===== src/cap_sense_defs.vh =====
// Constants for the capacitive sense trigger and accumulation control
`ifndef CAP_SENSE_DEFS_VH
`define CAP_SENSE_DEFS_VH

`define CS_CFG_ADDR 8'h9E
`define CS_IEN_ADDR 8'hE7
`define CS_CTL_ADDR 8'hB0

`define CS_CFG_RESET 8'h00
`define CS_IEN_RESET 8'h00
`define CS_CFG_MASK 8'h77
`define CS_IEN_MASK 8'h03

`define CS_MODE_HI 6
`define CS_MODE_LO 4
`define CS_ACC_HI 2
`define CS_ACC_LO 0

`define CS_CTL_ENABLE 7
`define CS_CTL_DONE 5
`define CS_CTL_BUSY 4
`define CS_CTL_CMP 3

`define CS_IEN_CMP 1
`define CS_IEN_DONE 0

`define CS_MODE_SW 3'h0
`define CS_MODE_T0 3'h1
`define CS_MODE_T2 3'h2
`define CS_MODE_T1 3'h3
`define CS_MODE_T3 3'h4
`define CS_MODE_RSVD 3'h5
`define CS_MODE_CONT 3'h6
`define CS_MODE_SCAN 3'h7

`define CS_ACC_1 3'h0
`define CS_ACC_4 3'h1
`define CS_ACC_8 3'h2
`define CS_ACC_16 3'h3
`define CS_ACC_32 3'h4
`define CS_ACC_64 3'h5

`endif


===== src/cap_sense_trigger_accum_ctrl.v =====
// Capacitive sense start-of-conversion, accumulation and interrupt gating
`timescale 1ns/100ps
`default_nettype none
`include "cap_sense_defs.vh"
module cap_sense_trigger_accum_ctrl (
   input wire clk,
   input wire rst_b,
   input wire [7:0] sfr_addr,
   input wire [7:0] sfr_wdata,
   input wire sfr_wr,
   input wire sfr_rd,
   output reg [7:0] sfr_rdata,
   input wire t0_ovf,
   input wire t1_ovf,
   input wire t2_ovf,
   input wire t3_ovf,
   input wire sample_done,
   input wire compare_hit,
   output reg sample_start,
   output reg conv_active,
   output reg ground_others_en,
   output reg auto_scan_en,
   output reg compare_irq,
   output reg done_irq
);
   localparam [1:0] ST_IDLE = 2'b00;
   localparam [1:0] ST_START = 2'b01;
   localparam [1:0] ST_WAIT = 2'b10;

   reg [1:0] state;
   reg [1:0] next_state;
   reg [7:0] cap_sense_config;
   reg [7:0] extended_irq_enable_two;
   reg unit_enable;
   reg conv_busy_bit;
   reg conv_done_flag;
   reg threshold_compare_flag;
   reg cont_run;
   reg next_start;
   reg next_clear;
   reg next_finish;
   wire timer_trig;
   wire last_sample;
   wire [2:0] start_trigger_select;
   wire [2:0] accum_count_select;
   wire wr_cfg;
   wire wr_ien;
   wire wr_ctl;
   wire busy_write;
   wire cont_mode;
   wire start_req;

   assign start_trigger_select = cap_sense_config[`CS_MODE_HI:`CS_MODE_LO];
   assign accum_count_select = cap_sense_config[`CS_ACC_HI:`CS_ACC_LO];
   assign wr_cfg = sfr_wr && (sfr_addr == `CS_CFG_ADDR);
   assign wr_ien = sfr_wr && (sfr_addr == `CS_IEN_ADDR);
   assign wr_ctl = sfr_wr && (sfr_addr == `CS_CTL_ADDR);
   assign busy_write = wr_ctl && sfr_wdata[`CS_CTL_BUSY];
   assign cont_mode = (start_trigger_select == `CS_MODE_CONT) ||
                      (start_trigger_select == `CS_MODE_SCAN);

   // Only the idle state listens, so late triggers are simply dropped
   assign start_req = unit_enable && (
      (busy_write && (start_trigger_select == `CS_MODE_SW)) ||
      timer_trig ||
      (cont_run && cont_mode));

   cs_trigger_select u_trig (
      .clk(clk),
      .rst_b(rst_b),
      .mode(start_trigger_select),
      .t0_ovf(t0_ovf),
      .t1_ovf(t1_ovf),
      .t2_ovf(t2_ovf),
      .t3_ovf(t3_ovf),
      .timer_trig(timer_trig)
   );

   cs_sample_counter u_count (
      .clk(clk),
      .rst_b(rst_b),
      .clear(next_clear),
      .step(state == ST_WAIT && sample_done),
      .accum_code(accum_count_select),
      .last(last_sample)
   );

   // Sequencer
   always @* begin
      next_state = state;
      next_start = 1'b0;
      next_clear = 1'b0;
      next_finish = 1'b0;
      case (state)
         ST_IDLE: begin
            if (start_req) begin
               next_state = ST_START;
               next_start = 1'b1;
               next_clear = 1'b1;
            end
         end
         ST_START: begin
            next_state = ST_WAIT;
         end
         ST_WAIT: begin
            if (sample_done) begin
               if (last_sample) begin
                  next_state = ST_IDLE;
                  next_finish = 1'b1;
               end else begin
                  next_state = ST_START;
                  next_start = 1'b1;
               end
            end
         end
         default: begin
            next_state = ST_IDLE;
         end
      endcase
   end

   always @(posedge clk) begin
      if (!rst_b) begin
         state <= ST_IDLE;
         sample_start <= 1'b0;
         conv_active <= 1'b0;
         ground_others_en <= 1'b0;
      end else begin
         state <= next_state;
         sample_start <= next_start;
         conv_active <= (next_state != ST_IDLE);
         ground_others_en <= (next_state != ST_IDLE);
      end
   end

   // Registers reached over the special function register port
   always @(posedge clk) begin
      if (!rst_b) begin
         cap_sense_config <= `CS_CFG_RESET;
         extended_irq_enable_two <= `CS_IEN_RESET;
         unit_enable <= 1'b0;
      end else begin
         if (wr_cfg) begin
            cap_sense_config <= sfr_wdata & `CS_CFG_MASK;
         end
         if (wr_ien) begin
            extended_irq_enable_two <= sfr_wdata & `CS_IEN_MASK;
         end
         if (wr_ctl) begin
            unit_enable <= sfr_wdata[`CS_CTL_ENABLE];
         end
      end
   end

   // Continuous run latch; stops on a busy write of 0, a non-continuous mode or the unit disabled
   always @(posedge clk) begin
      if (!rst_b) begin
         cont_run <= 1'b0;
      end else if (busy_write && cont_mode) begin
         cont_run <= 1'b1;
      end else if ((wr_ctl && !sfr_wdata[`CS_CTL_BUSY]) || !cont_mode || !unit_enable) begin
         cont_run <= 1'b0;
      end
   end

   always @(posedge clk) begin
      if (!rst_b) begin
         auto_scan_en <= 1'b0;
      end else begin
         auto_scan_en <= cont_run && (start_trigger_select == `CS_MODE_SCAN);
      end
   end

   // Busy shows a conversion in flight or a continuous run armed
   always @(posedge clk) begin
      if (!rst_b) begin
         conv_busy_bit <= 1'b0;
      end else begin
         conv_busy_bit <= (next_state != ST_IDLE) || (cont_run && cont_mode);
      end
   end

   // Set beats a software clear in the same cycle
   always @(posedge clk) begin
      if (!rst_b) begin
         conv_done_flag <= 1'b0;
         threshold_compare_flag <= 1'b0;
      end else begin
         if (next_finish) begin
            conv_done_flag <= 1'b1;
         end else if (wr_ctl && !sfr_wdata[`CS_CTL_DONE]) begin
            conv_done_flag <= 1'b0;
         end
         if (compare_hit) begin
            threshold_compare_flag <= 1'b1;
         end else if (wr_ctl && !sfr_wdata[`CS_CTL_CMP]) begin
            threshold_compare_flag <= 1'b0;
         end
      end
   end

   always @(posedge clk) begin
      if (!rst_b) begin
         compare_irq <= 1'b0;
         done_irq <= 1'b0;
      end else begin
         compare_irq <= threshold_compare_flag && extended_irq_enable_two[`CS_IEN_CMP];
         done_irq <= conv_done_flag && extended_irq_enable_two[`CS_IEN_DONE];
      end
   end

   // Read data registered; unmapped addresses read zero
   always @(posedge clk) begin
      if (!rst_b) begin
         sfr_rdata <= 8'h00;
      end else if (sfr_rd) begin
         case (sfr_addr)
            `CS_CFG_ADDR: sfr_rdata <= cap_sense_config & `CS_CFG_MASK;
            `CS_IEN_ADDR: sfr_rdata <= extended_irq_enable_two & `CS_IEN_MASK;
            `CS_CTL_ADDR: sfr_rdata <= {unit_enable, 1'b0, conv_done_flag, conv_busy_bit,
                                        threshold_compare_flag, 3'b000};
            default: sfr_rdata <= 8'h00;
         endcase
      end
   end
endmodule // cap_sense_trigger_accum_ctrl
`default_nettype wire


===== src/cs_trigger_select.v =====
// Timer overflow trigger selection for the capacitive sense unit
`timescale 1ns/100ps
`default_nettype none
`include "cap_sense_defs.vh"
module cs_trigger_select (
   input wire clk,
   input wire rst_b,
   input wire [2:0] mode,
   input wire t0_ovf,
   input wire t1_ovf,
   input wire t2_ovf,
   input wire t3_ovf,
   output reg timer_trig
);
   reg next_trig;

   always @* begin
      case (mode)
         `CS_MODE_T0: next_trig = t0_ovf;
         `CS_MODE_T2: next_trig = t2_ovf;
         `CS_MODE_T1: next_trig = t1_ovf;
         `CS_MODE_T3: next_trig = t3_ovf;
         default: next_trig = 1'b0;
      endcase
   end

   always @(posedge clk) begin
      if (!rst_b) begin
         timer_trig <= 1'b0;
      end else begin
         timer_trig <= next_trig;
      end
   end
endmodule // cs_trigger_select
`default_nettype wire


===== src/cs_sample_counter.v =====
// Sample counter that marks the last sample of one accumulated result
`timescale 1ns/100ps
`default_nettype none
`include "cap_sense_defs.vh"
module cs_sample_counter (
   input wire clk,
   input wire rst_b,
   input wire clear,
   input wire step,
   input wire [2:0] accum_code,
   output wire last
);
   reg [6:0] count;

   // Reserved codes fall back to a single sample
   function [6:0] samples_for;
      input [2:0] code;
      begin
         case (code)
            `CS_ACC_4: samples_for = 7'h04;
            `CS_ACC_8: samples_for = 7'h08;
            `CS_ACC_16: samples_for = 7'h10;
            `CS_ACC_32: samples_for = 7'h20;
            `CS_ACC_64: samples_for = 7'h40;
            default: samples_for = 7'h01;
         endcase
      end
   endfunction

   assign last = (count == samples_for(accum_code) - 7'h01);

   always @(posedge clk) begin
      if (!rst_b) begin
         count <= 7'h00;
      end else if (clear) begin
         count <= 7'h00;
      end else if (step) begin
         count <= count + 7'h01;
      end
   end
endmodule // cs_sample_counter
`default_nettype wire


===== config.mk =====
export PLATFORM = sky130hd
export DESIGN_NAME = cap_sense_trigger_accum_ctrl
export DESIGN_NICKNAME = d
export VERILOG_FILES = /design/src/cap_sense_trigger_accum_ctrl.v /design/src/cs_trigger_select.v /design/src/cs_sample_counter.v
export VERILOG_INCLUDE_DIRS = /design/src
export SDC_FILE = /design/constraint.sdc
export NUM_CORES = 1
export LEC_CHECK = 0
export BUFFER_PORTS_ARGS = -buffer_cell sky130_fd_sc_hd__buf_2
export CAP_MARGIN = 10
export CORE_ASPECT_RATIO = 1.4
export CORE_UTILIZATION = 35
export DETAILED_ROUTE_END_ITERATION = 10
export GPL_TIMING_DRIVEN = 0
export PLACE_DENSITY_LB_ADDON = 0.05
export SLEW_MARGIN = 25
export SYNTH_ARGS = -nofsm -noshare
export SYNTH_HDL_FRONTEND = slang
export SYNTH_SLANG_ARGS = --single-unit

===== constraint.sdc =====
create_clock -name clk -period 2.3 [get_ports clk]
set_input_delay 0.46 -clock clk [delete_from_list [all_inputs] [get_ports clk]]
set_output_delay 0.46 -clock clk [all_outputs]
set_load 0.02 [all_outputs]

==> results of run 1 <==
power groups by stage:
stage | Sequential (uW) | Clock, uW | Combinational, uW
2_1_floorplan | 639 | 0 | 21.0
3_3_place_gp | 640 | 0 | 52.7
3_5_place_dp | 640 | 0 | 53.7
4_1_cts | 625 | 571 | 54.0
5_1_grt | 625 | 594 | 59.3
6_report | 625 | 549 | 53.6
flip-flops by register name, summed over array words and instances, names as in the netlist, 2 cells and up:
name / count
sfr_rdata: 8
extended_irq_enable_two: 2
cap_sense_config: 6
state: 2
u_count.count: 7
Yosys cell counts (all sizes together) (2+ instances only):
| master | number | share of area (%) |
|---|---|---|
| a21oi | 14 | 4.2 |
| o32ai | 2 | 1.1 |
| buf | 3 | 1.4 |
| dfxtp | 36 | 44 |
| nor4b | 3 | 1.6 |
| xnor2 | 5 | 2.6 |
| and4 | 3 | 1.6 |
| a22o | 4 | 2.1 |
| a22oi | 3 | 1.4 |
| inv | 8 | 1.8 |
| and2 | 4 | 1.5 |
| clkbuf | 8 | 1.8 |
| o22ai | 2 | 0.76 |
| nand2 | 13 | 3.0 |
| mux2 | 2 | 1.4 |
| o21ai | 3 | 1.1 |
| and3 | 6 | 2.3 |
| a31oi | 3 | 1.1 |
| nand2b | 7 | 2.6 |
| mux2i | 9 | 5.4 |
| nand3 | 11 | 3.3 |
| and3b | 2 | 1.1 |
| nor2 | 21 | 4.8 |
routing by layer:
layer	vias up	routed length (um)	global-route usage, %
met5	-	0	0
met4	0	56	5.71
met3	6	120	3.27
met2	34	1970	27.1
met1	689	1660	18.6
li1	747	-	-
logic make-up (layout without fill, tap and decap cells):
family	count (synthesis)	in the layout	synth area share, %
simple gates	77	77	25.0
compound gates	36	36	14.2
flops	36	36	43.6
buf+inv	19	66	5.07
mux	11	11	6.81
xor+xnor	7	7	4.61
fa+ha+maj	1	1	0.756
critical path, cell delays in order, from the launching register on:
cell and delay (ns):
sky130_fd_sc_hd__dfxtp_1 0.38, sky130_fd_sc_hd__xor3_1 0.43, sky130_fd_sc_hd__o32ai_1 0.13, sky130_fd_sc_hd__or4b_4 0.51, sky130_fd_sc_hd__o21ai_2 0.21, sky130_fd_sc_hd__a31oi_1 0.13
stage by stage:
| step | util (%) | cell area [um2] | total power, uW | hold WS (ns) | setup WS (ns) |
|---|---|---|---|---|---|
| 2_1_floorplan | - | 1650 | 661 | 0.437 | 0.576 |
| 3_3_place_gp | 42.5 | 1930 | 693 | 0.453 | 0.294 |
| 3_5_place_dp | 42.5 | 1930 | 694 | 0.461 | 0.260 |
| 4_1_cts | 44.9 | 2040 | 1250 | 0.403 | 0.380 |
| 5_1_grt | 44.9 | 2040 | 1280 | 0.423 | 0.306 |
| 6_report | 44.9 | 2040 | 1230 | 0.411 | 0.391 |
how the worst max path moves through the flow:
stage                   startpoint               end  slack [ns]  cells past startpoint
2_1_floorplan  cap_sense_config[1]     conv_busy_bit        0.58                      6
3_3_place_gp           sfr_addr[1]  u_count.count[6]        0.29                      7
3_5_place_dp           sfr_addr[1]  u_count.count[3]        0.26                      7
4_1_cts           u_count.count[2]  ground_others_en        0.38                      5
5_1_grt           u_count.count[2]  ground_others_en        0.31                      5
6_report          u_count.count[2]  ground_others_en        0.39                      5
layout make-up:
cell class / count / share of cell area, %
timing repair buffer: 39 / 9.58
buffer: 11 / 2.64
tap: 62 / 3.81
clock inverter: 3 / 2.09
inverter: 8 / 1.47
multi-input combinational: 132 / 41.7
sequential: 36 / 35.4
clock buffer: 5 / 3.38
==> impl_metrics.xml, run 1 <==
<?xml version="1.0" encoding="UTF-8"?>
<metrics>
  <group name="cells_and_area">
    <metric name="finalNetCount" unit="">260</metric>
    <metric name="seq_area" unit="um2">721</metric>
    <metric name="num-fill-cells" unit="">473</metric>
    <metric name="layout_overhead_on_the_synthesized_area" unit="%">23.2</metric>
    <metric name="area_of_combinational_cells_with_multiple_inputs" unit="um2">850</metric>
    <metric name="final_cell_mix" unit="">sky130_fd_sc_hd__buf_2, sky130_fd_sc_hd__dfxtp_1, sky130_fd_sc_hd__nor2_1</metric>
    <metric name="ant_diodes" unit="">0</metric>
    <metric name="mostFrequentLayoutCell" unit="">sky130_fd_sc_hd__buf_2</metric>
    <metric name="fin_cells" unit="">296</metric>
    <metric name="post_route_cells_drive_above_1_share" unit="%">23.5</metric>
  </group>
  <group name="global_route">
    <metric name="grt_overflow_total" unit="">0</metric>
    <metric name="maximum_number_of_pins_on_one_net_before_global_route_repair" unit="">13</metric>
    <metric name="number_of_antenna_violations_at_the_first_check_in_global_routing" unit="">0</metric>
    <metric name="grtUsageTotal" unit="%">15.8</metric>
    <metric name="via_count_of_the_first_global_routing_pass" unit="">1334</metric>
    <metric name="grt_first_pass_wirelength" unit="um">5990</metric>
  </group>
  <group name="die">
    <metric name="die_height" unit="um">83.3</metric>
    <metric name="die_area" unit="mm2">0.00501</metric>
    <metric name="placement_rows" unit="">29</metric>
    <metric name="start_util" unit="%">36.5</metric>
    <metric name="dieWidth" unit="um">60.1</metric>
    <metric name="floorplan.io_pins" unit="">40</metric>
    <metric name="fp.coreArea" unit="mm2">0.00454</metric>
  </group>
  <group name="placement">
    <metric name="buffer_ports.inserted" unit="">39</metric>
    <metric name="routabilityCongestion" unit="">0.765</metric>
    <metric name="place.detailed.instances" unit="">288</metric>
    <metric name="post-dp-hpwl" unit="um">2990</metric>
  </group>
  <group name="critical_path">
    <metric name="cp_max_fo" unit="">4</metric>
    <metric name="r2r_end" unit="">ground_others_en</metric>
    <metric name="rrSetupSlack" unit="ns">0.39</metric>
    <metric name="endpoint_kind" unit="">register</metric>
    <metric name="worst_ep_arrival_time" unit="ns">2.06</metric>
    <metric name="critical_path_required" unit="ns">2.46</metric>
    <metric name="worst_setup_path_start_kind" unit="">register</metric>
    <metric name="reg2reg_from" unit="">u_count.count[2]</metric>
    <metric name="crit_type" unit="">reg -&gt; reg</metric>
    <metric name="worstRegToRegCells" unit="">5</metric>
  </group>
  <group name="yosys">
    <metric name="synth.distinct_cells" unit="">41</metric>
    <metric name="synth_seq_cells" unit="">36</metric>
    <metric name="synth.cell_area" unit="mm2">0.00165</metric>
    <metric name="synthesis.yosys.warnings" unit="">0</metric>
    <metric name="avgSynthCellArea" unit="um2">8.85</metric>
    <metric name="synth_top_flop_cell" unit="">sky130_fd_sc_hd__dfxtp_1</metric>
    <metric name="synth-edff-count" unit="">0</metric>
    <metric name="portion_of_the_post_synthesis_area_used_by_sequential_elements" unit="%">43.6</metric>
    <metric name="synth_cells" unit="">187</metric>
    <metric name="synth.net_count" unit="">214</metric>
    <metric name="synth-async-reset-ratio" unit="%">0</metric>
  </group>
  <group name="drt">
    <metric name="routed-via-count" unit="">1476</metric>
    <metric name="routed_wl" unit="um">3810</metric>
    <metric name="routed_via_density" unit="">4.99</metric>
    <metric name="drcViolationCount" unit="">0</metric>
    <metric name="wire_per_inst" unit="um">12.9</metric>
    <metric name="drtAntennaViolNets" unit="">0</metric>
    <metric name="detailedRoute.firstIterationViolations" unit="">33</metric>
    <metric name="drtPass1Iterations" unit="">4</metric>
  </group>
  <group name="clock_tree">
    <metric name="cts-buffers-inserted" unit="">5</metric>
    <metric name="cts_tree" unit="">done</metric>
    <metric name="postCtsResizedCells" unit="">0</metric>
    <metric name="post_cts_hold_buffer_count" unit="">0</metric>
    <metric name="max-clock-path-buffers" unit="">2</metric>
    <metric name="cts_setup_buffers" unit="">0</metric>
    <metric name="clkSinkCount" unit="">36</metric>
    <metric name="ctsHtreeMaxLevel" unit="">2</metric>
    <metric name="worst_skew_late_latency" unit="ns">0.29</metric>
    <metric name="cts_root_buffer" unit="">sky130_fd_sc_hd__clkbuf_8</metric>
    <metric name="clkTransAtPathRegs" unit="ns">0.08</metric>
  </group>
  <group name="sta">
    <metric name="timing_hold_violations_final" unit="">0</metric>
    <metric name="worst_slew_slack_as_a_fraction_of_its_limit" unit="%">52.1</metric>
    <metric name="timing.clock.skew" unit="ns">0.0106</metric>
    <metric name="fin_crit" unit="ns">1.91</metric>
    <metric name="final_max_slew_viol_count" unit="">0</metric>
    <metric name="share_of_the_cycle_needed_by_the_critical_path_after_routing" unit="%">83.0</metric>
    <metric name="setup_violations" unit="">0</metric>
    <metric name="rsz0062_at_grt" unit="">false</metric>
    <metric name="setup_tns" unit="ns">0</metric>
    <metric name="worstMarginPinSlew" unit="ns">0.709</metric>
    <metric name="max_clock_freq" unit="MHz">524</metric>
  </group>
  <group name="power_and_ir_drop">
    <metric name="internal_power" unit="uW">969</metric>
    <metric name="leakagePower" unit="uW">0.000838</metric>
    <metric name="switching_share" unit="%">21.1</metric>
    <metric name="cellPowerDensity" unit="mW/mm2">603</metric>
    <metric name="pwr-share-clk" unit="%">44.7</metric>
    <metric name="seq_power_share" unit="%">50.9</metric>
    <metric name="comb_power_share" unit="%">4.4</metric>
    <metric name="power_switching" unit="uW">259</metric>
    <metric name="vdd.ir_drop.worst" unit="V">0.000329</metric>
  </group>
  <group name="min_path">
    <metric name="hold_class" unit="">in -&gt; reg</metric>
    <metric name="worstHoldEndpoint" unit="">cap_sense_config[6]</metric>
    <metric name="worst_hold_startpoint" unit="">sfr_wdata[6]</metric>
    <metric name="min_delay_path_depth" unit="">3</metric>
  </group>
  <group name="status">
    <metric name="outcome" unit="">completed</metric>
  </group>
  <group name="flow_run">
    <metric name="maxCapViolCount" unit="">0</metric>
  </group>
</metrics>
Power figures use the tool's default switching activity.
==> run 2: changes to the inputs <==
==> constraint.sdc (replaced) <==
create_clock -name clk -period 1.7 [get_ports clk]
set_input_delay 0.34 -clock clk [delete_from_list [all_inputs] [get_ports clk]]
set_output_delay 0.34 -clock clk [all_outputs]
set_load 0.02 [all_outputs]
==> impl_metrics.xml, run 2 (synthesis gave the netlist of run 1 again) <==
<?xml version="1.0" encoding="UTF-8"?>
<metrics>
  <group name="clock_tree">
    <metric name="cts_root_buffer" unit="">sky130_fd_sc_hd__clkbuf_8</metric>
    <metric name="cts-buffers-inserted" unit="">5</metric>
    <metric name="ctsHtreeMaxLevel" unit="">2</metric>
    <metric name="clkTransAtPathRegs" unit="ns">0.07</metric>
    <metric name="clkSinkCount" unit="">36</metric>
    <metric name="post_cts_hold_buffer_count" unit="">0</metric>
    <metric name="max-clock-path-buffers" unit="">2</metric>
    <metric name="cts_tree" unit="">done</metric>
    <metric name="worst_skew_late_latency" unit="ns">0.28</metric>
  </group>
  <group name="die">
    <metric name="start_util" unit="%">36.5</metric>
    <metric name="placement_rows" unit="">29</metric>
    <metric name="dieWidth" unit="um">60.1</metric>
    <metric name="die_area" unit="mm2">0.00501</metric>
    <metric name="floorplan.io_pins" unit="">40</metric>
    <metric name="fp.coreArea" unit="mm2">0.00454</metric>
    <metric name="die_height" unit="um">83.3</metric>
  </group>
  <group name="global_route">
    <metric name="use_met1" unit="%">19.5</metric>
    <metric name="gr-usage-met2" unit="%">28.0</metric>
    <metric name="grt_overflow_total" unit="">0</metric>
    <metric name="busiest_layer" unit="">met2</metric>
    <metric name="grtUsageTotal" unit="%">17.0</metric>
    <metric name="via_count_of_the_first_global_routing_pass" unit="">1448</metric>
    <metric name="maximum_number_of_pins_on_one_net_before_global_route_repair" unit="">11</metric>
    <metric name="grt_first_pass_wirelength" unit="um">6490</metric>
    <metric name="number_of_antenna_violations_at_the_first_check_in_global_routing" unit="">0</metric>
    <metric name="groute.layer.met3.usage" unit="%">4.21</metric>
  </group>
  <group name="sta">
    <metric name="timing_hold_violations_final" unit="">0</metric>
    <metric name="max_clock_freq" unit="MHz">557</metric>
    <metric name="share_of_the_cycle_needed_by_the_critical_path_after_routing" unit="%">106</metric>
    <metric name="timing.clock.skew" unit="ns">0.00658</metric>
    <metric name="crit_path_setup_slack_layout" unit="ns">-0.0955</metric>
    <metric name="setup_violations" unit="">4</metric>
    <metric name="rsz0062_at_grt" unit="">true</metric>
    <metric name="worst_slew_slack_as_a_fraction_of_its_limit" unit="%">54.2</metric>
    <metric name="worstMarginPinSlew" unit="ns">0.678</metric>
    <metric name="final_max_slew_viol_count" unit="">0</metric>
    <metric name="fin_crit" unit="ns">1.80</metric>
  </group>
  <group name="drt">
    <metric name="routed_wl" unit="um">3900</metric>
    <metric name="routed_via_density" unit="">5.02</metric>
    <metric name="drtPass1Iterations" unit="">4</metric>
    <metric name="drcViolationCount" unit="">0</metric>
    <metric name="drtAntennaViolNets" unit="">0</metric>
    <metric name="routed-via-count" unit="">1472</metric>
    <metric name="wire_per_inst" unit="um">13.3</metric>
    <metric name="detailedRoute.firstIterationViolations" unit="">69</metric>
  </group>
  <group name="cells_and_area">
    <metric name="reg_with_most_ffs" unit="">sfr_rdata</metric>
    <metric name="ant_diodes" unit="">0</metric>
    <metric name="top_regs" unit="">sfr_rdata: 8 flops, u_count.count: 7 flops, cap_sense_config: 6 flops</metric>
    <metric name="layout_overhead_on_the_synthesized_area" unit="%">24.7</metric>
    <metric name="finalInstanceArea" unit="mm2">0.00206</metric>
    <metric name="mostFrequentLayoutCell" unit="">sky130_fd_sc_hd__buf_2</metric>
    <metric name="final_cell_mix" unit="">sky130_fd_sc_hd__buf_2, sky130_fd_sc_hd__dfxtp_1, sky130_fd_sc_hd__nor2_1</metric>
    <metric name="largest_reg_flops" unit="">8</metric>
    <metric name="finalNetCount" unit="">257</metric>
    <metric name="final_core_utilization" unit="%">45.5</metric>
    <metric name="post_route_cells_drive_above_1_share" unit="%">27.7</metric>
  </group>
  <group name="min_path">
    <metric name="hold_class" unit="">in -&gt; reg</metric>
    <metric name="min_delay_path_depth" unit="">3</metric>
    <metric name="worst_hold_startpoint" unit="">compare_hit</metric>
    <metric name="worstHoldEndpoint" unit="">threshold_compare_flag</metric>
  </group>
  <group name="critical_path">
    <metric name="rrSetupSlack" unit="ns">-0.1</metric>
    <metric name="endpoint_kind" unit="">register</metric>
    <metric name="worst_ep_arrival_time" unit="ns">1.94</metric>
    <metric name="r2r_end" unit="">ground_others_en</metric>
    <metric name="cp_max_fo" unit="">8</metric>
    <metric name="reg2reg_from" unit="">cap_sense_config[2]</metric>
    <metric name="critical_path_required" unit="ns">1.85</metric>
    <metric name="worst_setup_path_start_kind" unit="">register</metric>
    <metric name="worstRegToRegCells" unit="">5</metric>
    <metric name="crit_type" unit="">reg -&gt; reg</metric>
  </group>
  <group name="status">
    <metric name="outcome" unit="">complete, but fails checks</metric>
    <metric name="failed_checks" unit="">setup timing</metric>
  </group>
  <group name="flow_run">
    <metric name="maxCapViolCount" unit="">0</metric>
  </group>
  <group name="placement">
    <metric name="buffer_ports.inserted" unit="">39</metric>
    <metric name="post-dp-hpwl" unit="um">2980</metric>
    <metric name="routabilityCongestion" unit="">0.781</metric>
    <metric name="placed_area" unit="mm2">0.00194</metric>
  </group>
  <group name="power_and_ir_drop">
    <metric name="cellPowerDensity" unit="mW/mm2">747</metric>
    <metric name="leakagePower" unit="uW">0.000837</metric>
    <metric name="vdd.ir_drop.worst" unit="V">0.000402</metric>
  </group>
</metrics>
run 2: layout make-up:
class / count / area, um2
flip-flops and latches: 36 / 727
multi-input cells: 132 / 896
fillers: 468 / 2470
repair buffers: 40 / 203
plain buffers: 7 / 38.8
well taps: 62 / 77.6
clock buffers: 8 / 90.1
inverters: 8 / 30.0
run 2: where the power goes:
group          switching, uW  leakage [uW]  total [uW]  internal (uW)
sequential              1.50      0.000292         845            843
combinational           41.5      0.000500        74.3           32.8
clock                    291     0.0000455         622            331
run 2: per-layer routing:
| metal | up-vias | wire (um) |
|---|---|---|
| li1 | 740 | - |
| met1 | 687 | 1670 |
| met2 | 36 | 1970 |
| met3 | 9 | 140 |
| met4 | 0 | 110 |
| met5 | - | 0 |
run 2: stage by stage:
stage	hold slack (ns)	worst slack (ns)	TNS [ns]	total power (uW)	cells
2_1_floorplan	0.437	0.00894	0	894	187
3_3_place_gp	0.451	-0.179	-1.93	937	288
3_5_place_dp	0.457	-0.226	-2.74	940	288
4_1_cts	0.291	-0.0845	-0.258	1560	297
5_1_grt	0.305	-0.165	-0.609	1610	293
6_report	0.297	-0.0955	-0.323	1540	293
run 2: worst max path at each step:
stage                              from          endpoint  slack (ns)
global route           u_count.count[2]  ground_others_en       -0.16
global placement            sfr_addr[1]  u_count.count[6]       -0.18
finish              cap_sense_config[2]  ground_others_en        -0.1
floorplan              u_count.count[2]     conv_busy_bit       0.009
detailed placement          sfr_addr[1]  u_count.count[5]       -0.23
CTS                    u_count.count[2]  ground_others_en       -0.08
run 2: worst max-delay path, cell delays in order (launching register included):
cell and delay [ns]:
sky130_fd_sc_hd__dfxtp_4 0.38, sky130_fd_sc_hd__xor3_1 0.36, sky130_fd_sc_hd__o32ai_2 0.09, sky130_fd_sc_hd__or4b_4 0.51
sky130_fd_sc_hd__o21ai_4 0.21, sky130_fd_sc_hd__a31oi_2 0.11
run 2: what timing repair did:
action,CTS,global route
cloned,0,0
resized for setup,3,6
endpoints found under the setup margin,11,13
buffers inserted,1,0
pin swaps,2,4
==> run 3: changes to the inputs <==
--- a/config.mk
+++ b/config.mk
@@ -10,6 +10,7 @@
 export CAP_MARGIN = 10
 export CORE_ASPECT_RATIO = 1.4
 export CORE_UTILIZATION = 35
+export CTS_BUF_LIST = sky130_fd_sc_hd__clkbuf_8
 export DETAILED_ROUTE_END_ITERATION = 10
 export GPL_TIMING_DRIVEN = 0
 export PLACE_DENSITY_LB_ADDON = 0.05
==> impl_metrics.xml, run 3 (synthesis gave the netlist of run 1 again) <==
<?xml version="1.0" encoding="UTF-8"?>
<metrics>
  <group name="status">
    <metric name="outcome" unit="">complete, but fails checks</metric>
    <metric name="failed_checks" unit="">setup timing</metric>
  </group>
  <group name="sta">
    <metric name="timing.clock.skew" unit="ns">0.00554</metric>
    <metric name="max_clock_freq" unit="MHz">557</metric>
    <metric name="timing_hold_violations_final" unit="">0</metric>
    <metric name="crit_path_setup_slack_layout" unit="ns">-0.0952</metric>
    <metric name="rsz0062_at_grt" unit="">true</metric>
    <metric name="worstMarginPinSlew" unit="ns">0.676</metric>
    <metric name="final_max_slew_viol_count" unit="">0</metric>
    <metric name="setup_tns" unit="ns">-0.323</metric>
    <metric name="setup_violations" unit="">4</metric>
    <metric name="fin_crit" unit="ns">1.80</metric>
    <metric name="worst_slew_slack_as_a_fraction_of_its_limit" unit="%">54.3</metric>
    <metric name="share_of_the_cycle_needed_by_the_critical_path_after_routing" unit="%">106</metric>
  </group>
  <group name="cells_and_area">
    <metric name="ant_diodes" unit="">0</metric>
    <metric name="post_route_cells_drive_above_1_share" unit="%">27.7</metric>
    <metric name="final_cell_mix" unit="">sky130_fd_sc_hd__buf_2, sky130_fd_sc_hd__dfxtp_1, sky130_fd_sc_hd__nor2_1</metric>
    <metric name="num-fill-cells" unit="">468</metric>
    <metric name="finalNetCount" unit="">257</metric>
    <metric name="mostFrequentLayoutCell" unit="">sky130_fd_sc_hd__buf_2</metric>
    <metric name="reg_with_most_ffs" unit="">sfr_rdata</metric>
    <metric name="finalInstanceArea" unit="mm2">0.00206</metric>
    <metric name="layout_overhead_on_the_synthesized_area" unit="%">24.7</metric>
    <metric name="top_regs" unit="">sfr_rdata: 8 flops, u_count.count: 7 flops, cap_sense_config: 6 flops</metric>
    <metric name="largest_reg_flops" unit="">8</metric>
  </group>
  <group name="critical_path">
    <metric name="worst_setup_path_start_kind" unit="">register</metric>
    <metric name="critical_path.max_stage_delay" unit="ns">0.51</metric>
    <metric name="timing.critical_path.buf_inv" unit="">0</metric>
    <metric name="timing.critical_path.cells" unit="">xor3_1 &gt; o32ai_2 &gt; or4b_4 &gt; o21ai_4 &gt; a31oi_2</metric>
    <metric name="endpoint_kind" unit="">register</metric>
    <metric name="crit_type" unit="">reg -&gt; reg</metric>
    <metric name="timing.critical_path.slowest_stage_cell" unit="">sky130_fd_sc_hd__or4b_4</metric>
    <metric name="worst_ep_arrival_time" unit="ns">1.94</metric>
    <metric name="critical-path-top-delay-family" unit="">simple AND/OR/NAND/NOR gates</metric>
    <metric name="critical_path_required" unit="ns">1.85</metric>
    <metric name="cp_max_fo" unit="">8</metric>
  </group>
  <group name="power_and_ir_drop">
    <metric name="switching_share" unit="%">21.8</metric>
    <metric name="pwr-share-clk" unit="%">39.9</metric>
    <metric name="cellPowerDensity" unit="mW/mm2">741</metric>
    <metric name="vdd.ir_drop.worst" unit="V">0.000399</metric>
    <metric name="seq_power_share" unit="%">55.3</metric>
    <metric name="power_switching" unit="uW">334</metric>
    <metric name="internal_power" unit="uW">1190</metric>
    <metric name="comb_power_share" unit="%">4.9</metric>
    <metric name="leakagePower" unit="uW">0.000846</metric>
  </group>
  <group name="global_route">
    <metric name="grtUsageTotal" unit="%">17.0</metric>
    <metric name="number_of_antenna_violations_at_the_first_check_in_global_routing" unit="">0</metric>
    <metric name="maximum_number_of_pins_on_one_net_before_global_route_repair" unit="">11</metric>
    <metric name="grt_first_pass_wirelength" unit="um">6490</metric>
    <metric name="grt_overflow_total" unit="">0</metric>
    <metric name="via_count_of_the_first_global_routing_pass" unit="">1448</metric>
  </group>
  <group name="placement">
    <metric name="placed_area" unit="mm2">0.00194</metric>
    <metric name="routabilityCongestion" unit="">0.781</metric>
    <metric name="post-dp-hpwl" unit="um">2980</metric>
    <metric name="buffer_ports.inserted" unit="">39</metric>
  </group>
  <group name="die">
    <metric name="placement_rows" unit="">29</metric>
    <metric name="die_area" unit="mm2">0.00501</metric>
    <metric name="start_util" unit="%">36.5</metric>
    <metric name="die_height" unit="um">83.3</metric>
    <metric name="fp.coreArea" unit="mm2">0.00454</metric>
    <metric name="floorplan.io_pins" unit="">40</metric>
    <metric name="dieWidth" unit="um">60.1</metric>
  </group>
  <group name="drt">
    <metric name="routed_wl" unit="um">3890</metric>
    <metric name="drtAntennaViolNets" unit="">0</metric>
    <metric name="routed-via-count" unit="">1472</metric>
    <metric name="drtPass1Iterations" unit="">4</metric>
    <metric name="routed_via_density" unit="">5.02</metric>
    <metric name="detailedRoute.firstIterationViolations" unit="">69</metric>
    <metric name="wire_per_inst" unit="um">13.3</metric>
    <metric name="drcViolationCount" unit="">0</metric>
  </group>
  <group name="clock_tree">
    <metric name="cts_root_buffer" unit="">sky130_fd_sc_hd__clkbuf_8</metric>
    <metric name="ctsHtreeMaxLevel" unit="">2</metric>
    <metric name="cts-buffers-inserted" unit="">5</metric>
    <metric name="post_cts_hold_buffer_count" unit="">0</metric>
    <metric name="worst_skew_late_latency" unit="ns">0.28</metric>
    <metric name="cts_tree" unit="">done</metric>
    <metric name="clkTransAtPathRegs" unit="ns">0.07</metric>
    <metric name="clkSinkCount" unit="">36</metric>
    <metric name="max-clock-path-buffers" unit="">2</metric>
  </group>
  <group name="flow_run">
    <metric name="maxCapViolCount" unit="">0</metric>
  </group>
  <group name="min_path">
    <metric name="hold_class" unit="">in -&gt; reg</metric>
  </group>
</metrics>
==> run 3: power groups by stage <==
stage               clock [uW]  combinational (uW)  sequential (uW)
detailed placement           0                73.9              866
CTS                        629                74.7              845
finish                     609                74.3              845
floorplan                    0                28.6              865
global placement             0                71.1              866
global route               674                83.2              845
==> run 3: worst paths after layout <==
kind | start | end | slack [ns] | cells after the start
setup / recovery | cap_sense_config[2] | ground_others_en | -0.1 | 5
hold reg to reg | sfr_rdata[5] | sfr_rdata[5] | 0.48 | 1
hold / removal | compare_hit | threshold_compare_flag | 0.30 | 3
setup reg to reg | cap_sense_config[2] | ground_others_en | -0.1 | 5
==> run 3: cell type report <==
| cell class | count | area [um2] | area share (%) |
|---|---|---|---|
| Sequential cell | 36 | 727 | 35.3 |
| Tap cell | 62 | 77.6 | 3.76 |
| Inverter | 8 | 30.0 | 1.46 |
| Timing Repair Buffer | 40 | 203 | 9.83 |
| Clock inverter | 2 | 7.51 | 0.364 |
| Multi-Input combinational cell | 132 | 896 | 43.4 |
| Clock buffer | 6 | 82.6 | 4.00 |
| Buffer | 7 | 38.8 | 1.88 |
==> run 3: metal layers <==
layer	share of wire, %	track usage [%]	wire length (um)	up-vias
met1	43	19.5	1660	691
met2	51	28.0	1990	34
li1	-	-	-	740
met4	2.6	8.67	102	0
met5	0	0	0	-
met3	3.6	4.21	138	7
==> run 3: per-stage QoR <==
stage | util, % | power, uW | cells | hold slack, ns | setup slack, ns
5_1_grt | 45.5 | 1600 | 293 | 0.305 | -0.165
3_3_place_gp | 42.9 | 937 | 288 | 0.451 | -0.179
4_1_cts | 45.2 | 1550 | 297 | 0.291 | -0.0845
3_5_place_dp | 42.9 | 940 | 288 | 0.457 | -0.226
2_1_floorplan | - | 894 | 187 | 0.437 | 0.00894
6_report | 45.5 | 1530 | 293 | 0.297 | -0.0952
==> run 3: worst register-to-register path: cells and delay by family, from the launching register on <==
kind	cells	cell delay, ns
AO/OA/AOI/OAI	3	0.41
XOR/XNOR	1	0.36
AND/OR/NAND/NOR	1	0.51
flip-flops	1	0.38
==> run 3: what timing repair did <==
item	CTS	global route
setup buffers	1	0
gates resized for setup	3	6
pin swaps	2	4
setup endpoints to repair	11	13
